--- config.mk ---
export PLATFORM = sky130hd
export DESIGN_NAME = cmc_miss_ctrl
export DESIGN_NICKNAME = d
export VERILOG_FILES = /design/src/cmc_pkg.sv /design/src/cmc_par_chk.sv /design/src/cmc_miss_ctrl.sv
export SDC_FILE = /design/constraint.sdc
export NUM_CORES = 1
export LEC_CHECK = 0
export ABC_AREA = 1
export BUFFER_PORTS_ARGS = -buffer_cell sky130_fd_sc_hd__buf_2
export CAP_MARGIN = 0
export CORE_MARGIN = 2
export CORE_UTILIZATION = 34
export CTS_BUF_LIST = sky130_fd_sc_hd__clkbuf_16
export CTS_CLUSTER_SIZE = 25
export DETAILED_ROUTE_END_ITERATION = 10
export HOLD_SLACK_MARGIN = 0.1
export SYNTH_ARGS = -nofsm -noshare
export SYNTH_HDL_FRONTEND = slang
export SYNTH_HIERARCHICAL = 1
export SYNTH_SLANG_ARGS = --single-unit
--- constraint.sdc ---
create_clock -name clock -period 3.6 [get_ports clock]
set_input_delay 0.36 -clock clock [delete_from_list [all_inputs] [get_ports clock]]
set_output_delay 0.36 -clock clock [all_outputs]
set_load 0.01 [all_outputs]
--- src/cmc_pkg.sv ---
// Constants, types and command decode for the cache miss controller
package cmc_pkg;
  localparam int CMD_W   = 5;
  localparam int MS_W    = 4;
  localparam int TAG_W   = 8;
  localparam int PAR_N   = 5;
  localparam int PAR_DW  = 8;
  localparam int STG_N   = 3;
  localparam int STG_W   = CMD_W + 1;
  localparam int CHAIN_W = MS_W + STG_N * STG_W;
  localparam int BUS_W   = 32;

  // Register map, byte addresses
  localparam logic [3:0] REG_STATUS  = 4'h0;
  localparam logic [3:0] REG_CONTROL = 4'h4;
  localparam int STAT_MS_LSB   = 0;
  localparam int STAT_ERROR    = 4;
  localparam int STAT_BROKEN   = 5;
  localparam int STAT_WR_ERROR = 6;
  localparam int STAT_MASTER   = 7;
  localparam int STAT_KIND_LSB = 8;
  localparam int CTRL_MAINT    = 0;
  localparam int CTRL_ERR_CLR  = 1;
  localparam logic CTRL_MAINT_RST = 1'b0;

  localparam logic [1:0] MEM_CMD_BIT_NONE  = 2'h0;
  localparam logic [1:0] MEM_CMD_BIT_READ  = 2'h1;
  localparam logic [1:0] MEM_CMD_BIT_WRITE = 2'h2;
  localparam logic [3:0] WSEL_ONE   = 4'h1;

  typedef enum logic [MS_W-1:0] {
    MS_IDLE = 4'h0, MS_WRBACK = 4'h1, MS_MEMREQ = 4'h2, MS_WAIT0 = 4'h3,
    MS_WAIT1 = 4'h4, MS_WAIT2 = 4'h5, MS_WAIT3 = 4'h6, MS_WAIT4 = 4'h7,
    MS_WAIT5 = 4'h8, MS_LOAD_MDR = 4'h9, MS_LOAD_ECC = 4'hA, MS_UPD0 = 4'hB,
    MS_UPD1 = 4'hC, MS_UPD2 = 4'hD, MS_UNUSED = 4'hE, MS_MAINT = 4'hF
  } cmc_miss_state_t;

  typedef enum logic [4:0] {
    K_OP_READ, K_READ_DATA, K_IO_WRITE, K_IO_READ, K_TEST_ERR, K_READ_BASE,
    K_READ_LIMIT, K_INVALID, K_ERROR_CMD, K_WRITE_PC, K_READ_PC, K_READ_ERR_ADDR,
    K_READ_ERR_REP, K_RESERVED, K_READ_LOCK, K_WRITE_BACK, K_WRITE_BASE,
    K_WRITE_LIMIT, K_WRITE_DATA, K_OP_READ_UNC
  } cmc_kind_t;

  typedef enum logic [1:0] {
    SN_IO_RD_PUB = 2'h0, SN_CACHE_RD_PUB = 2'h1, SN_IO_WRITE = 2'h2, SN_RMW_PRIV = 2'h3
  } cmc_snoop_t;

  typedef struct packed {
    logic       valid;
    cmc_snoop_t cmd;
  } cmc_snoop_cmd_t;

  typedef struct packed {
    logic             par;
    logic [CMD_W-1:0] code;
  } cmc_stage_t;

  typedef struct packed {
    logic       mem_request;
    logic [1:0] mem_cmd;
    logic       update_cache;
  } cmc_crit_t;

  typedef struct packed {
    logic [PAR_DW-1:0] data;
    logic              par;
  } cmc_par_grp_t;

  function automatic cmc_kind_t cmc_decode(input logic [CMD_W-1:0] code);
    unique case (code)
      5'h00: return K_OP_READ;
      5'h01: return K_READ_DATA;
      5'h02: return K_IO_WRITE;
      5'h03: return K_IO_READ;
      5'h04: return K_TEST_ERR;
      5'h05: return K_READ_BASE;
      5'h07: return K_READ_LIMIT;
      5'h06, 5'h08, 5'h09, 5'h0A, 5'h0B, 5'h1A, 5'h1E: return K_INVALID;
      5'h0C, 5'h0D, 5'h0E, 5'h0F: return K_ERROR_CMD;
      5'h10: return K_WRITE_PC;
      5'h11: return K_READ_PC;
      5'h12: return K_READ_ERR_ADDR;
      5'h13: return K_READ_ERR_REP;
      5'h14, 5'h15, 5'h17, 5'h1C: return K_RESERVED;
      5'h16: return K_READ_LOCK;
      5'h18: return K_WRITE_BACK;
      5'h19: return K_WRITE_BASE;
      5'h1B: return K_WRITE_LIMIT;
      5'h1D: return K_WRITE_DATA;
      5'h1F: return K_OP_READ_UNC;
    endcase
  endfunction : cmc_decode

  function automatic logic cmc_is_write(input cmc_kind_t k);
    return k inside {K_IO_WRITE, K_WRITE_PC, K_WRITE_BACK, K_WRITE_BASE, K_WRITE_LIMIT,
                     K_WRITE_DATA};
  endfunction : cmc_is_write

  function automatic logic cmc_is_read(input cmc_kind_t k);
    return k inside {K_OP_READ, K_READ_DATA, K_IO_READ, K_READ_BASE, K_READ_LIMIT,
                     K_READ_PC, K_READ_ERR_ADDR, K_READ_ERR_REP, K_READ_LOCK,
                     K_OP_READ_UNC};
  endfunction : cmc_is_read

  function automatic logic cmc_needs_mem(input cmc_kind_t k);
    return k inside {K_OP_READ, K_READ_DATA, K_READ_LOCK, K_OP_READ_UNC};
  endfunction : cmc_needs_mem
endpackage : cmc_pkg

--- src/cmc_par_chk.sv ---
// Registered odd-parity checker for one incoming parity group
`timescale 1ns/100ps
module cmc_par_chk
  import cmc_pkg::*;
(
  // Clock and reset
  input  wire logic         clock,
  input  wire logic         reset,
  input  wire logic         clk_en,
  // Checked group
  input  wire cmc_par_grp_t grp,
  output logic              err_q
);
  always_ff @(posedge clock) begin
    if (reset) begin
      err_q <= 1'b0;
    end else if (clk_en) begin
      err_q <= ~^grp;
    end
  end
endmodule : cmc_par_chk

--- src/cmc_miss_ctrl.sv ---
// Cache miss controller: miss sequencer, command pipeline, checking, register slave
//
// How it works
// - Miss sequencing uses a 4-bit state, fifteen codes used, one unused.
// - State 0 idle, state 1 writes victim back, state 2 requests bus.
// - States 3 to 8 wait for memory data; state 9 loads data/ECC register.
// - State 10 starts ECC check, 11 to 13 wait to update, 15 maintenance.
// - Codes 00-05 and 07 decode to the basic read, io and test commands.
// - Codes 06, 08-0B, 1A, 1E invalid; 0C-0F error; 14,15,17,1C reserved.
// - Codes 10-13 write PC, read PC, error address, error report.
// - Codes 16,18,19,1B,1D,1F lock read, write back, bases, limits, data, raw read.
// - Jumper high makes this instance master driving critical signals; low only checks.
// - A slave flags any mismatch against the master's signals as broken.
// - Master drives memory command bit 1, slave drives bit 0.
// - Parity is checked on address, command, snoop address, snoop command, length.
// - The force-error input reports a hardware error.
// - After memory grant the next waiting memory request may be issued.
// - Tag select high sources result bus from T3 tag, else T2 tag.
// - Two address LSBs make the four-line word select.
// - Two status outputs show a write or a read command is held.
// - Load strobe loads the PC register; setup strobe makes the array write ECC.
// - Fatal error output, and a separate write error output.
// - Shift chain holds miss state, three stage command codes and their parities.
// - Limit error is over-limit AND check request delayed one clock.
//
// Local design decisions: the address map and the Avalon-MM interface to the registers.
`timescale 1ns/100ps
module cmc_miss_ctrl
  import cmc_pkg::*;
(
  // Clock, reset, enable
  input  wire logic                  clock,
  input  wire logic                  reset,
  input  wire logic                  clk_en,
  // Maintenance shift chain
  input  wire logic                  scan_in,
  input  wire logic                  scan_shift,
  input  wire logic                  scan_clear,
  output logic                       scan_out,
  // Processor command pipeline
  input  wire logic                  cmd_valid,
  input  wire logic [CMD_W-1:0]      cmd_pipe_in,
  input  wire logic                  cmd_par_in,
  output logic                       proc_pipe_hold,
  output logic                       stage2_hold,
  output cmc_kind_t                  cmd_kind,
  output logic                       holds_write_status,
  output logic                       holds_read_status,
  // Cache and memory handshake
  input  wire logic                  cache_miss,
  input  wire logic                  replace_needed,
  input  wire logic                  mem_grant,
  input  wire logic                  mem_data_valid,
  input  wire logic                  cache_update_ok,
  output logic                       mem_request,
  output logic                       mem_cmd_bit,
  output logic                       update_cache,
  output logic                       miss_idle,
  // Master/slave duplicate compare
  input  wire logic                  master_jumper,
  input  wire cmc_crit_t             crit_i,
  output cmc_crit_t                  crit_o,
  output logic                       crit_oe,
  // Data path steering
  input  wire logic                  tag_reg_select,
  input  wire logic [TAG_W-1:0]      tag_t2,
  input  wire logic [TAG_W-1:0]      tag_t3,
  input  wire logic [1:0]            addr_lsb,
  output logic [TAG_W-1:0]           result_bus,
  output logic [3:0]                 word_select_n,
  output logic                       load_pc_n,
  output logic                       write_ecc_setup_n,
  // Snoop pipeline
  input  wire logic                  bus_phase,
  input  wire cmc_snoop_cmd_t        snoop_cmd_in,
  output cmc_snoop_cmd_t             snoop_cmd_out,
  // Checking and errors
  input  wire cmc_par_grp_t [PAR_N-1:0] par_grp,
  input  wire logic                  force_hw_error,
  input  wire logic                  over_limit,
  input  wire logic                  check_limit,
  output logic                       limit_error_n,
  output logic                       error,
  output logic                       write_error,
  output logic                       hw_broken,
  // Avalon-MM slave
  input  wire logic [3:0]            avs_address,
  input  wire logic                  avs_read,
  input  wire logic                  avs_write,
  input  wire logic [BUS_W-1:0]      avs_writedata,
  output logic [BUS_W-1:0]           avs_readdata,
  output logic                       avs_waitrequest
);
  cmc_miss_state_t         ms_q, ms_d;
  cmc_stage_t [STG_N-1:0]  stg_q;
  logic [STG_N-1:0]        stg_vld_q;
  logic [CHAIN_W-1:0]      chain_sh;
  logic [PAR_N-1:0]        grp_err;
  logic [STG_N-1:0]        stg_wr, stg_rd;
  logic                    jmp_s1_q, master_q;
  logic                    served_q, maint_q, chk_limit_q;
  logic                    run, advance, miss_start, t3_par_err, err_ev, broken_ev, wr_err_ev;
  logic                    acc, err_clr;
  cmc_kind_t               kind;
  cmc_crit_t               crit_d;
  cmc_snoop_cmd_t          snoop1_q;
  logic [BUS_W-1:0]        status_w;

  assign run        = clk_en & ~scan_shift & ~scan_clear;
  assign kind       = cmc_decode(stg_q[2].code);
  assign t3_par_err = stg_vld_q[2] & ~^stg_q[2];
  assign miss_start = stg_vld_q[2] & ~served_q & cache_miss & cmc_needs_mem(kind);
  assign advance    = ~proc_pipe_hold & ~miss_start;
  assign chain_sh   = {ms_q[MS_W-2:0], stg_q[2], stg_q[1], stg_q[0], scan_in};
  assign scan_out   = ms_q[MS_W-1];

  // Miss sequencer next state
  always_comb begin
    ms_d = ms_q;
    unique case (ms_q)
      MS_IDLE: begin
        if (maint_q) ms_d = MS_MAINT;
        else if (miss_start) ms_d = replace_needed ? MS_WRBACK : MS_MEMREQ;
      end
      MS_WRBACK:   if (mem_grant) ms_d = MS_MEMREQ;
      MS_MEMREQ:   if (mem_grant) ms_d = MS_WAIT0;
      MS_WAIT0, MS_WAIT1, MS_WAIT2, MS_WAIT3, MS_WAIT4:
        ms_d = cmc_miss_state_t'(ms_q + 4'h1);
      MS_WAIT5:    if (mem_data_valid) ms_d = MS_LOAD_MDR;
      MS_LOAD_MDR: ms_d = MS_LOAD_ECC;
      MS_LOAD_ECC: ms_d = MS_UPD0;
      MS_UPD0, MS_UPD1: ms_d = cmc_miss_state_t'(ms_q + 4'h1);
      MS_UPD2:     if (cache_update_ok) ms_d = MS_IDLE;
      MS_UNUSED:   ms_d = MS_IDLE;
      MS_MAINT:    if (!maint_q) ms_d = MS_IDLE;
    endcase
  end

  // Miss state register, part of the shift chain
  always_ff @(posedge clock) begin
    if (reset) begin
      ms_q <= MS_IDLE;
    end else if (clk_en) begin
      if (scan_clear) ms_q <= MS_IDLE;
      else if (scan_shift) ms_q <= cmc_miss_state_t'(chain_sh[CHAIN_W-1 -: MS_W]);
      else ms_q <= ms_d;
    end
  end

  // Command pipeline T1 -> T2 -> T3
  always_ff @(posedge clock) begin
    if (reset) begin
      stg_q     <= '0;
      stg_vld_q <= '0;
    end else if (clk_en) begin
      if (scan_clear) begin
        stg_q     <= '0;
        stg_vld_q <= '0;
      end else if (scan_shift) begin
        stg_q <= chain_sh[STG_N*STG_W-1:0];
      end else if (advance) begin
        stg_q     <= {stg_q[1:0], cmd_par_in, cmd_pipe_in};
        stg_vld_q <= {stg_vld_q[1:0], cmd_valid};
      end
    end
  end

  // Served flag keeps a finished miss from restarting on the same T3 command
  always_ff @(posedge clock) begin
    if (reset) begin
      served_q       <= 1'b0;
      proc_pipe_hold <= 1'b0;
      stage2_hold    <= 1'b0;
      cmd_kind       <= K_OP_READ;
    end else if (run) begin
      if (ms_q == MS_UPD2 && cache_update_ok) served_q <= 1'b1;
      else if (advance) served_q <= 1'b0;
      proc_pipe_hold <= ms_d != MS_IDLE;
      stage2_hold    <= (ms_d != MS_IDLE) & stg_vld_q[1];
      cmd_kind       <= kind;
    end
  end

  // Per-stage read/write classification
  for (genvar i = 0; i < STG_N; i++) begin : g_stage
    assign stg_wr[i] = stg_vld_q[i] & cmc_is_write(cmc_decode(stg_q[i].code));
    assign stg_rd[i] = stg_vld_q[i] & cmc_is_read(cmc_decode(stg_q[i].code));
  end

  // Critical control group and memory command
  always_comb begin
    crit_d.mem_request  = ms_d inside {MS_WRBACK, MS_MEMREQ};
    crit_d.mem_cmd      = (ms_d == MS_WRBACK) ? MEM_CMD_BIT_WRITE :
                          (ms_d == MS_MEMREQ) ? MEM_CMD_BIT_READ : MEM_CMD_BIT_NONE;
    crit_d.update_cache = ms_d inside {MS_UPD0, MS_UPD1, MS_UPD2};
  end

  // Jumper synchroniser and master/slave drive
  always_ff @(posedge clock) begin
    if (reset) begin
      jmp_s1_q <= 1'b0;
      master_q <= 1'b0;
      crit_oe  <= 1'b0;
      crit_o   <= '0;
    end else if (clk_en) begin
      jmp_s1_q <= master_jumper;
      master_q <= jmp_s1_q;
      crit_oe  <= master_q;
      crit_o   <= crit_d;
    end
  end

  // Own outputs toward memory, cache and data section
  always_ff @(posedge clock) begin
    if (reset) begin
      mem_request        <= 1'b0;
      mem_cmd_bit        <= 1'b0;
      update_cache       <= 1'b0;
      miss_idle          <= 1'b1;
      result_bus         <= '0;
      word_select_n      <= '1;
      load_pc_n          <= 1'b1;
      write_ecc_setup_n  <= 1'b1;
      holds_write_status <= 1'b0;
      holds_read_status  <= 1'b0;
    end else if (clk_en) begin
      mem_request        <= crit_d.mem_request;
      mem_cmd_bit        <= master_q ? crit_d.mem_cmd[1] : crit_d.mem_cmd[0];
      update_cache       <= crit_d.update_cache;
      miss_idle          <= ms_d == MS_IDLE;
      result_bus         <= tag_reg_select ? tag_t3 : tag_t2;
      word_select_n      <= ~(WSEL_ONE << addr_lsb);
      load_pc_n          <= ~(stg_vld_q[2] & (kind == K_WRITE_PC) & advance);
      write_ecc_setup_n  <= ~(ms_d == MS_LOAD_ECC);
      holds_write_status <= |stg_wr;
      holds_read_status  <= |stg_rd;
    end
  end

  // Snoop command pipeline, loaded in bus phase
  always_ff @(posedge clock) begin
    if (reset) begin
      snoop1_q      <= '0;
      snoop_cmd_out <= '0;
    end else if (clk_en && bus_phase) begin
      snoop1_q      <= snoop_cmd_in;
      snoop_cmd_out <= snoop1_q;
    end
  end

  // Incoming parity groups
  for (genvar g = 0; g < PAR_N; g++) begin : g_par
    cmc_par_chk u_chk (
      .clock  (clock),
      .reset  (reset),
      .clk_en (clk_en),
      .grp    (par_grp[g]),
      .err_q  (grp_err[g])
    );
  end

  assign broken_ev = ~master_q & (crit_o != crit_i);
  assign err_ev    = force_hw_error | (ms_q == MS_UNUSED) | (|grp_err) | t3_par_err |
                     broken_ev | (stg_vld_q[2] & (kind inside {K_INVALID, K_ERROR_CMD}));
  assign wr_err_ev = stg_wr[2] & (t3_par_err | (|grp_err));

  // Sticky errors; a new event wins over a software clear
  always_ff @(posedge clock) begin
    if (reset) begin
      error       <= 1'b0;
      write_error <= 1'b0;
      hw_broken   <= 1'b0;
    end else if (clk_en) begin
      if (err_ev) error <= 1'b1;
      else if (err_clr) error <= 1'b0;
      if (wr_err_ev) write_error <= 1'b1;
      else if (err_clr) write_error <= 1'b0;
      if (broken_ev) hw_broken <= 1'b1;
      else if (err_clr) hw_broken <= 1'b0;
    end
  end

  // Limit error qualification
  always_ff @(posedge clock) begin
    if (reset) begin
      chk_limit_q   <= 1'b0;
      limit_error_n <= 1'b1;
    end else if (clk_en) begin
      chk_limit_q   <= check_limit;
      limit_error_n <= ~(over_limit & chk_limit_q);
    end
  end

  // Register slave
  assign acc     = (avs_read | avs_write) & ~avs_waitrequest;
  assign err_clr = acc & avs_write & (avs_address == REG_CONTROL) & avs_writedata[CTRL_ERR_CLR];

  always_comb begin
    status_w = '0;
    status_w[STAT_MS_LSB +: MS_W] = ms_q;
    status_w[STAT_ERROR]          = error;
    status_w[STAT_BROKEN]         = hw_broken;
    status_w[STAT_WR_ERROR]       = write_error;
    status_w[STAT_MASTER]         = master_q;
    status_w[STAT_KIND_LSB +: 5]  = cmd_kind;
  end

  always_ff @(posedge clock) begin
    if (reset) begin
      avs_waitrequest <= 1'b1;
      avs_readdata    <= '0;
    end else if (clk_en) begin
      if (acc) begin
        avs_waitrequest <= 1'b1;
      end else if (avs_read | avs_write) begin
        avs_waitrequest <= 1'b0;
        avs_readdata    <= '0;
        if (avs_read && avs_address == REG_STATUS) avs_readdata <= status_w;
        if (avs_read && avs_address == REG_CONTROL) avs_readdata[CTRL_MAINT] <= maint_q;
      end
    end
  end

  always_ff @(posedge clock) begin
    if (reset) begin
      maint_q <= CTRL_MAINT_RST;
    end else if (clk_en && acc && avs_write && avs_address == REG_CONTROL) begin
      maint_q <= avs_writedata[CTRL_MAINT];
    end
  end
endmodule : cmc_miss_ctrl

After elaboration in Yosys (flattened, before gate mapping)
Memories as Yosys holds them, arrays and structs flattened. A register that Yosys moved wholly into a read port is not among the register bits.
Cells that the tools add are included.
Storage, ports and cells
  bits in read-only memories: 1120
  flip-flop bits (word level): 108
  logic and storage cells: 265
  memories: 7
  bits of input ports: 132
  output and inout port bits: 73
Operators by class
  reduce and logical (&&, ||, !) cells: 50
  bitwise logic cells: 43
  $add $sub $neg: 1
  shift-type cells: 1
  equality and inequality tests: 75
  mux-type cells: 45
Memory list
  (name not given): depth 32, width 5, rd ports 1, clocked after memory_dff 1, wr ports 0, RTL line cmc_pkg.sv:71  | unique case (code)
  (name not given): depth 32, width 5, rd ports 1, clocked after memory_dff 1, wr ports 0, RTL line cmc_pkg.sv:71
  (name not given): depth 32, width 5, rd ports 1, clocked after memory_dff 1, wr ports 0, RTL line cmc_pkg.sv:71
  (name not given): depth 32, width 5, rd ports 1, clocked after memory_dff 1, wr ports 0, RTL line cmc_pkg.sv:71
  (name not given): depth 32, width 5, rd ports 1, clocked after memory_dff 1, wr ports 0, RTL line cmc_pkg.sv:71
  (name not given): depth 32, width 5, rd ports 1, clocked after memory_dff 1, wr ports 0, RTL line cmc_pkg.sv:71
  1 more memories
Operators with widths (number)
  5-bit by 4-bit equality test with 1-bit output (second input constant): 21
  5-bit two-way mux: 14
  5-bit equality test (second input constant): 13
  18-bit two-way mux: 3
  4-bit equality test (second input constant): 12
  9-bit XNOR reduction: 5
  4-bit case mux with 10 select lines: 1
  4-bit two-way mux: 9
  5-bit by 3-bit equality test with 1-bit output (second input constant): 7
  5-bit by 2-bit equality test with 1-bit output (second input constant): 6
  10-bit nonzero test: 3
  1-bit bitwise AND: 24
  4-bit by 3-bit equality test with 1-bit output (second input constant): 5
  5-bit by 1-bit equality test with 1-bit output (second input constant): 4
  5-bit zero test: 4
  6-bit nonzero test: 3
  2-bit nonzero test: 8
  13-bit two-way mux: 1
  4-bit by 2-bit equality test with 1-bit output (second input constant): 3
  4-bit zero test: 3
  2-bit AND reduction: 6
  1-bit two-way mux: 11
  1-bit inverter: 11
  3-bit two-way mux: 3
  other kinds (17): 35

Longest topological paths before layout
Gate-level depths: netlist of the first run.
  depth after elaboration: 11
  gate-level depth with buffers: 18
  depth with buffers taken out: 17

Cells and area by module
Netlist of the first run, hierarchy kept.
By module, submodules not included
  cmc_miss_ctrl: times used 1, cells an instance 855, sequential area each 1981.9 um^2, area an instance 5855.6 um^2
  cmc_par_chk: times used 5, cells an instance 28, sequential area each 20.0 um^2, area an instance 168.9 um^2

Worst setup path before layout of the first run
No wires, ideal clock.
  path kind: register to register
  from: reg kind[1] (netlist name)
  to: reg (tool-made name)
  required time: 3.487 ns
  slack: 1.398 ns
  buffers on the path: 1
  library setup time: 0.113 ns
  stages on the path, launching flop included: 18
  arrival time: 2.089 ns
  cells stage by stage: dfxtp_1 nand2_2 inv_2 nand2_2 a21oi_4 nand2_2 nand2_4 nand2_4 buf_6 nand3_1 nand2_2 nor2_4 inv_1 ha_1 o21ai_0 inv_1 nand2_1 nand2_1

==> run_results.csv, run 1 <==
group,metric,value,unit
floorplan,die_width,144,µm
floorplan,num_io_pins,205,
synth,synth-seq-area-share,0.311,
worst_setup_path,crit_path_start_kind,"flip-flop",
synth,synthesis.area,0.00670,mm²
power_and_ir_drop,seq_power_share,0.417,
cts,cts_setup_buffers,0,
cts,postCtsHoldBufs,0,
drt,drc_errors_left,0,
synth,netlist.area_leader.share,0.311,
synth,synth.top_cells.by_area,"sky130_fd_sc_hd__dfxtp_1 (31%), sky130_fd_sc_hd__nand2_1 (14%), sky130_fd_sc_hd__inv_1 (6.8%), sky130_fd_sc_hd__nand3_1 (5.2%), sky130_fd_sc_hd__nor2_1 (5.1%)",
cts,clockBufferDepth,2,
cts,tritoncts_clock_tree,"built",
drt,drt_first_pass_iters,5,
place,detailedPlacementHpwl,12.9,mm
sta,unrepaired_setup_endpoints_after_global_routing,"false",
worst_setup_path,data_required_time_of_the_worst_path,3860,ps
synth,synth_enable_flop_cells,0,
cts,total_number_of_h_tree_levels,3,
sta,setup_viol,0,
worst_setup_path,critPathCaptureType,"flip-flop",
sta,finalSetupTns,0,ps
drt,drt_wl_total,16.8,mm
floorplan,die_area,0.0208,mm²
cts,cts.clk_slew.worst_paths,70,ps
global_routing,grt_residual_overflow,0,
sta,slew_headroom,0.591,
synth,synthesis.area_per_instance,6.73,µm²
sta,tightest_slew,613,ps
cts,post_cts_resize_count,0,
final_layout,antennaDiodeCount,0,
min_path,hold_path_startpoint,"check_limit",
drt,detail_route.iter0.violations,463,
synth,synth-async-reset-ratio,0,
power_and_ir_drop,netSwitchingPower,850,µW
synth,postSynthRegisterBits,104,
global_routing,first_global_vias,5631,
sta,hold_viol_final,0,
global_routing,antenna_found_initial,0,
synth,synth_cells,995,
power_and_ir_drop,internal_power,2200,µW
power_and_ir_drop,comb_power_share,0.195,
final_layout,drive_gt1_frac,0.230,
power_and_ir_drop,power_density,380,mW/mm²
final_layout,nNetsFinal,1293,
sta,final.period_utilization,0.756,
place,finalWeightedCongestion,0.872,
final_layout,syn2layout_area_growth,19.5,%
power_and_ir_drop,power.clock.fraction,0.388,
synth,netlist-cell-type-count,45,
drt,via_count,6386,
floorplan,rows,51,
synth,synthesis.yosys.warnings,6,
worst_setup_path,worstRegToRegCells,16,
cts,clock_sinks,104,
global_routing,grt_first_pass_wirelength,26.9,mm
worst_setup_path,crit_fanout,15,
cts,numCtsBuffers,9,
synth,dominantRegCellSynth,"sky130_fd_sc_hd__dfxtp_1",
floorplan,initial_core_util,0.345,
cts,clockRootBuffer,"sky130_fd_sc_hd__clkbuf_16",
sta,timing.final.crit_period,2720,ps
flow_run,max_cap_violations,0,
worst_setup_path,critPathLaunch,"kind[1]",
sta,report.final.slew_viol_count,0,
floorplan,core_footprint,0.0194,mm²
drt,via_to_cell_ratio,4.53,
worst_setup_path,worst-endpoint-arrival,2980,ps
worst_setup_path,worst_r2r_startpoint,"kind[1]",
drt,wl_per_cell,11.9,µm
synth,synth_top_area_cell,"sky130_fd_sc_hd__dfxtp_1",
sta,achievable-frequency,367,MHz
power_and_ir_drop,total_leakage_power,0.00404,µW
place,port_buffers,155,
worst_setup_path,worst_setup_path_category,"flip-flop to flip-flop",
outcome,run_status,"complete, no violations",
sta,hold_slack,234,ps
power_and_ir_drop,vdd.ir_drop.worst,0.178,mV
global_routing,globalRouteTotalUtil,0.161,
cts,clock_insertion_delay_worst_skew,360,ps
drt,route.antenna.remaining_nets,0,
sta,timing.clock.skew,4.28,ps
worst_setup_path,regToRegSetupSlack,880,ps
min_path,hold_path.class,"input pin to flip-flop",
power_and_ir_drop,p_sw_frac,0.279,
global_routing,grt_max_degree,42,
floorplan,vert_die_dim,144,µm
final_layout,fin_util,0.413,
[per-layer routing]
layer | track usage | routed length [µm] | up-vias
met5 | 0 | 0 | -
met4 | 0.0439 | 210 | 0
met3 | 0.0328 | 957 | 13
met2 | 0.269 | 7640 | 168
met1 | 0.212 | 7990 | 2780
li1 | - | - | 3425
[registers in the layout (all words and copies together), names as in the netlist, 2 cells and up, named ones only]
register and flops:
avs_readdata 13, chain_sh 18, cmd_kind 5, crit_o 2
g_par.u_chk/err_q 5, kind 5, ms_q 4, result_bus 8
snoop1_q 3, snoop_cmd_out 3, stg_vld_q 3, word_select_n 4
[cell type report]
type                            instances  area [µm²]
Inverter                              137         517
Tap cell                              265         332
Sequential cell                       104        2080
Clock inverter                          7         136
Clock buffer                            9         225
Fill cell                            2090       11400
Multi-Input combinational cell        723        3870
Timing Repair Buffer                  164         843
[layout by cell type, fill, tap and decap left out, types with 5 or more instances in the layout]
master,n
sky130_fd_sc_hd__nand2_1,242
sky130_fd_sc_hd__buf_4,9
sky130_fd_sc_hd__nand3_1,70
sky130_fd_sc_hd__xor2_1,20
sky130_fd_sc_hd__o21ai_0,44
sky130_fd_sc_hd__nand4_1,11
sky130_fd_sc_hd__nand3_4,6
sky130_fd_sc_hd__nand2_2,32
sky130_fd_sc_hd__nor2_2,6
sky130_fd_sc_hd__o211ai_1,9
sky130_fd_sc_hd__inv_2,14
sky130_fd_sc_hd__nand2_4,7
sky130_fd_sc_hd__dfxtp_1,104
sky130_fd_sc_hd__o21ai_1,8
sky130_fd_sc_hd__a21oi_2,6
sky130_fd_sc_hd__buf_2,155
sky130_fd_sc_hd__o21bai_1,5
sky130_fd_sc_hd__ha_1,22
sky130_fd_sc_hd__a22oi_1,14
sky130_fd_sc_hd__xnor2_1,17
sky130_fd_sc_hd__inv_1,123
sky130_fd_sc_hd__conb_1,19
sky130_fd_sc_hd__nor2_1,91
sky130_fd_sc_hd__clkbuf_16,9
sky130_fd_sc_hd__nor3_1,9
sky130_fd_sc_hd__a21oi_1,54
sky130_fd_sc_hd__nand3_2,9
[how the worst min path moves through the flow]
stage / endpoint / depth (start not counted)
after floorplan: g_par[0].u_chk/err_q / 1
after global placement: limit_error_n / 1
after CTS: chk_limit_q / 3
after global routing: chk_limit_q / 3
final: chk_limit_q / 3
after detailed placement: load_pc_n / 2
[kinds of logic (layout without fill, tap and decap cells)]
family,count (synthesis),count (layout),share of synthesized area
and+or+nand+nor,492,492,0.344
buffers and inverters,186,317,0.121
AOI/OAI and AO/OA,153,153,0.134
DFF,104,104,0.311
xor gates and xnor gates,37,37,0.0484
adders and majority gates,22,22,0.0411
other,1,19,0.000560
[power by group through the flow]
stage / sequential (µW) / combinational [µW] / clock [µW]
detailed placement: 1300 / 598 / 0
finish: 1270 / 594 / 1180
CTS: 1270 / 600 / 1210
global route: 1280 / 680 / 1250
floorplan: 1300 / 427 / 0
global placement: 1300 / 593 / 0
[worst max-delay path, stage by stage (launching register included)]
cell and delay (ps):
sky130_fd_sc_hd__dfxtp_1 460, sky130_fd_sc_hd__inv_1 90, sky130_fd_sc_hd__nand2_1 90, sky130_fd_sc_hd__nand3_1 110, sky130_fd_sc_hd__nand2_2 140, sky130_fd_sc_hd__nand2_4 80, sky130_fd_sc_hd__nand2_4 180, sky130_fd_sc_hd__nand2_4 200
sky130_fd_sc_hd__inv_2 230, sky130_fd_sc_hd__nor2_1 90, sky130_fd_sc_hd__nor2_2 230, sky130_fd_sc_hd__inv_1 110, sky130_fd_sc_hd__ha_1 320, sky130_fd_sc_hd__o21ai_1 140, sky130_fd_sc_hd__inv_1 50, sky130_fd_sc_hd__nand2_1 60
sky130_fd_sc_hd__nand2_1 50
[cell usage after synthesis, drive strengths merged, types with 4 or more instances]
cell type	count
nand2	281
buf	31
xnor2	17
inv	135
clkbuf	18
nor2	99
a31oi	4
dfxtp	104
o21bai	5
nand4	12
o21ai	52
a21oi	61
nand3	85
nand3b	4
a22oi	14
xor2	20
nor3	9
o211ai	9
ha	22
[through the flow]
step	instances	cell area, µm²	worst slack (ps)	total power [µW]
2_1_floorplan	1013	6770	1400	1720
3_3_place_gp	1393	7650	896	1890
3_5_place_dp	1393	7650	871	1900
4_1_cts	1409	8010	844	3080
5_1_grt	1409	8010	540	3210
6_report	1409	8010	878	3050
Note: power is estimated with default switching activity, not from simulation.
==> inputs of run 2 (changes only) <==
--- a/config.mk
+++ b/config.mk
@@ -5,7 +5,7 @@
 export SDC_FILE = /design/constraint.sdc
 export NUM_CORES = 1
 export LEC_CHECK = 0
-export ABC_AREA = 1
+export ABC_AREA = 0
 export BUFFER_PORTS_ARGS = -buffer_cell sky130_fd_sc_hd__buf_2
 export CAP_MARGIN = 0
 export CORE_MARGIN = 2
==> constraint.sdc (replaced) <==
create_clock -name clock -period 2.3 [get_ports clock]
set_input_delay 0.23 -clock clock [delete_from_list [all_inputs] [get_ports clock]]
set_output_delay 0.23 -clock clock [all_outputs]
set_load 0.01 [all_outputs]
==> run_results.csv, run 2 <==
group,metric,value,unit
outcome,violations_in_the_final_reports,"negative setup slack",
power_and_ir_drop,power_density,471,mW/mm²
worst_setup_path,crit_fanout,5,
floorplan,vert_die_dim,142,µm
drt,via_count,6490,
drt,drt_wl_total,19.2,mm
floorplan,rows,50,
synth,synthesis.area_per_instance,8.58,µm²
global_routing,globalRouteTotalUtil,0.183,
final_layout,layout_common_cells,"sky130_fd_sc_hd__buf_2 (155), sky130_fd_sc_hd__buf_4 (125), sky130_fd_sc_hd__dfxtp_1 (97)",
sta,achievable-frequency,398,MHz
floorplan,core_footprint,0.0187,mm²
outcome,run_status,"finished, violations left",
final_layout,nNetsFinal,1170,
place,finalWeightedCongestion,0.898,
global_routing,first_global_vias,5997,
synth,synth.top_cells.by_area,"sky130_fd_sc_hd__dfxtp_1 (32%), sky130_fd_sc_hd__mux2i_1 (6.6%), sky130_fd_sc_hd__nor2_1 (4.6%), sky130_fd_sc_hd__ha_1 (4.2%), sky130_fd_sc_hd__xnor2_1 (4.2%)",
global_routing,grt_first_pass_wirelength,29.8,mm
drt,drc_errors_left,0,
cts,numCtsBuffers,9,
worst_setup_path,critPathCaptureType,"flip-flop",
global_routing,grt_max_degree,63,
final_layout,largest_register_ffs,18,
sta,setup_viol,12,
power_and_ir_drop,total_leakage_power,0.00404,µW
cts,tritoncts_clock_tree,"built",
synth,postSynthRegisterBits,104,
power_and_ir_drop,report.power.total,4310,µW
final_layout,post-route-cell-area,0.00914,mm²
sta,timing.clock.skew,10.8,ps
synth,synth_enable_flop_cells,0,
drt,wl_per_cell,15.3,µm
sta,post-route-worst-setup-slack,-210,ps
worst_setup_path,data_required_time_of_the_worst_path,2590,ps
place,detailed_place.area,0.00834,mm²
final_layout,fillerInstances,1831,
drt,drt_first_pass_iters,5,
final_layout,syn2layout_area_growth,40.8,%
cts,total_number_of_h_tree_levels,3,
worst_setup_path,worst_setup_path_category,"flip-flop to flip-flop",
synth,synth_top_area_cell,"sky130_fd_sc_hd__dfxtp_1",
final_layout,antennaDiodeCount,0,
worst_setup_path,worst-endpoint-arrival,2800,ps
global_routing,antenna_found_initial,0,
final_layout,drive_gt1_frac,0.397,
sta,tightest_slew,725,ps
synth,dominantRegCellSynth,"sky130_fd_sc_hd__dfxtp_1",
floorplan,num_io_pins,205,
cts,clockRootBuffer,"sky130_fd_sc_hd__clkbuf_16",
sta,final.period_utilization,1.09,
synth,synthMostInstantiatedCell,"sky130_fd_sc_hd__dfxtp_1",
sta,report.final.slew_viol_count,0,
floorplan,die_area,0.0202,mm²
power_and_ir_drop,vdd.ir_drop.worst,0.334,mV
cts,clock_sinks,104,
worst_setup_path,crit_path_start_kind,"flip-flop",
synth,synth-seq-area-share,0.321,
sta,unrepaired_setup_endpoints_after_global_routing,"true",
synth,synth_cells,757,
place,port_buffers,155,
cts,cts.clk_slew.worst_paths,80,ps
synth,netlist-cell-type-count,90,
floorplan,die_width,142,µm
floorplan,initial_core_util,0.347,
drt,via_to_cell_ratio,5.17,
cts,clock_insertion_delay_worst_skew,370,ps
global_routing,grt_residual_overflow,0,
synth,netlist.area_leader.share,0.321,
cts,postCtsHoldBufs,0,
synth,synthesis.area,0.00649,mm²
cts,clockBufferDepth,2,
sta,slew_headroom,0.517,
synth,synthesis.yosys.warnings,6,
sta,hold_viol_final,0,
sta,timing.final.crit_period,2510,ps
place,detailedPlacementHpwl,14.3,mm
final_layout,most_frequent_standard_cell_in_the_layout_excluding_fill_and_tap_cells,"sky130_fd_sc_hd__buf_2",
min_path,hold_path.class,"input pin to flip-flop",
drt,detail_route.iter0.violations,358,
synth,synth-async-reset-ratio,0,
synth,cell_types_with_the_highest_counts_after_synthesis,"sky130_fd_sc_hd__dfxtp_1 (104), sky130_fd_sc_hd__nor2_1 (79), sky130_fd_sc_hd__nand2_1 (65)",
flow_run,max_cap_violations,0,
drt,route.antenna.remaining_nets,0,
run 2: cell count changes in the layout (fill, tap and decap cells not counted), moves of 13 or more:
cell / change
sky130_fd_sc_hd__a21oi_1: -24
sky130_fd_sc_hd__o21ai_0: -28
sky130_fd_sc_hd__xnor2_1: +14
sky130_fd_sc_hd__nand3_1: -48
sky130_fd_sc_hd__nand2_1: -177
sky130_fd_sc_hd__nor2_1: -13
sky130_fd_sc_hd__mux2i_1: +42
sky130_fd_sc_hd__buf_4: +116
sky130_fd_sc_hd__inv_1: -108
sky130_fd_sc_hd__a211oi_1: +17
sky130_fd_sc_hd__nor3_1: +13
sky130_fd_sc_hd__nand2_2: -32
run 2: logic make-up (layout without fill, tap and decap cells):
logic type               after synthesis  after routing  share of synthesized area
buffers and inverters                 89            335                     0.0661
multiplexers                          47             47                     0.0738
adder cells (fa/ha/maj)               24             24                     0.0455
AO/OA/AOI/OAI                        192            192                      0.223
other                                  1             19                   0.000577
XOR/XNOR                              49             49                     0.0825
flip-flops                           104            104                      0.321
AND/OR/NAND/NOR                      251            251                      0.188
run 2: worst max-delay path, stage by stage, from the launching register on:
cell,delay [ps]
sky130_fd_sc_hd__dfxtp_4,370
sky130_fd_sc_hd__and4bb_1,210
sky130_fd_sc_hd__buf_6,130
sky130_fd_sc_hd__o211ai_4,230
sky130_fd_sc_hd__a21oi_4,120
sky130_fd_sc_hd__nor4_4,250
sky130_fd_sc_hd__o21ai_2,120
sky130_fd_sc_hd__buf_4,150
sky130_fd_sc_hd__ha_4,250
sky130_fd_sc_hd__inv_2,40
sky130_fd_sc_hd__a31o_4,190
sky130_fd_sc_hd__mux2i_1,160
sky130_fd_sc_hd__nand3_1,110
sky130_fd_sc_hd__o211ai_1,100
run 2: repair_timing:
action                     in CTS  in global routing
buffers inserted               12                  7
hold endpoints to repair        0                  0
gates cloned                    0                  0
setup endpoints to repair      19                 25
pin swaps                      34                 28
gates resized for setup        47                 28
run 2: report_power, final:
part	internal [µW]	switching [µW]	total (µW)	leakage, µW
clock network	872	778	1650	0.000158
registers	1850	46.4	1900	0.000850
logic	372	384	756	0.00303
total	3100	1210	4310	0.00404
run 2: final cells by class:
type | count | area (µm²) | area share
flip-flops and latches | 104 | 2100 | 0.230
inverters | 26 | 108 | 0.0118
multi-input cells | 582 | 4460 | 0.488
well taps | 234 | 293 | 0.0320
repair buffers | 293 | 1870 | 0.204
clock inverters | 7 | 90.1 | 0.00985
clock buffers | 9 | 225 | 0.0246
run 2: per-layer routing:
metal,vias up,part of all wire,track usage
met5,-,0,0
met4,0,0.017,0.0516
met3,29,0.050,0.0431
met2,150,0.49,0.308
met1,3065,0.45,0.235
li1,3246,-,-
run 2: worst paths after layout:
check | startpoint | endpoint | slack (ps) | cells past startpoint
setup / recovery | kind[4] | flip-flop | -210 | 13
setup reg to reg | kind[4] | flip-flop | -210 | 13
hold reg to reg | snoop1_q[1] | snoop1_q[1] | 460 | 2
hold / removal | check_limit | chk_limit_q | 110 | 3
run 2: per-stage QoR:
| step | setup TNS, ps | util | hold WS, ps | std cells | setup slack [ps] |
|---|---|---|---|---|---|
| after global routing | -3220 | 0.489 | 111 | 1255 | -315 |
| after global placement | -1690 | 0.446 | 444 | 1220 | -259 |
| final | -1300 | 0.489 | 112 | 1255 | -210 |
| after detailed placement | -1810 | 0.446 | 446 | 1220 | -257 |
| after CTS | -1190 | 0.478 | 102 | 1248 | -159 |
| after floorplan | -869 | - | 295 | 775 | -220 |
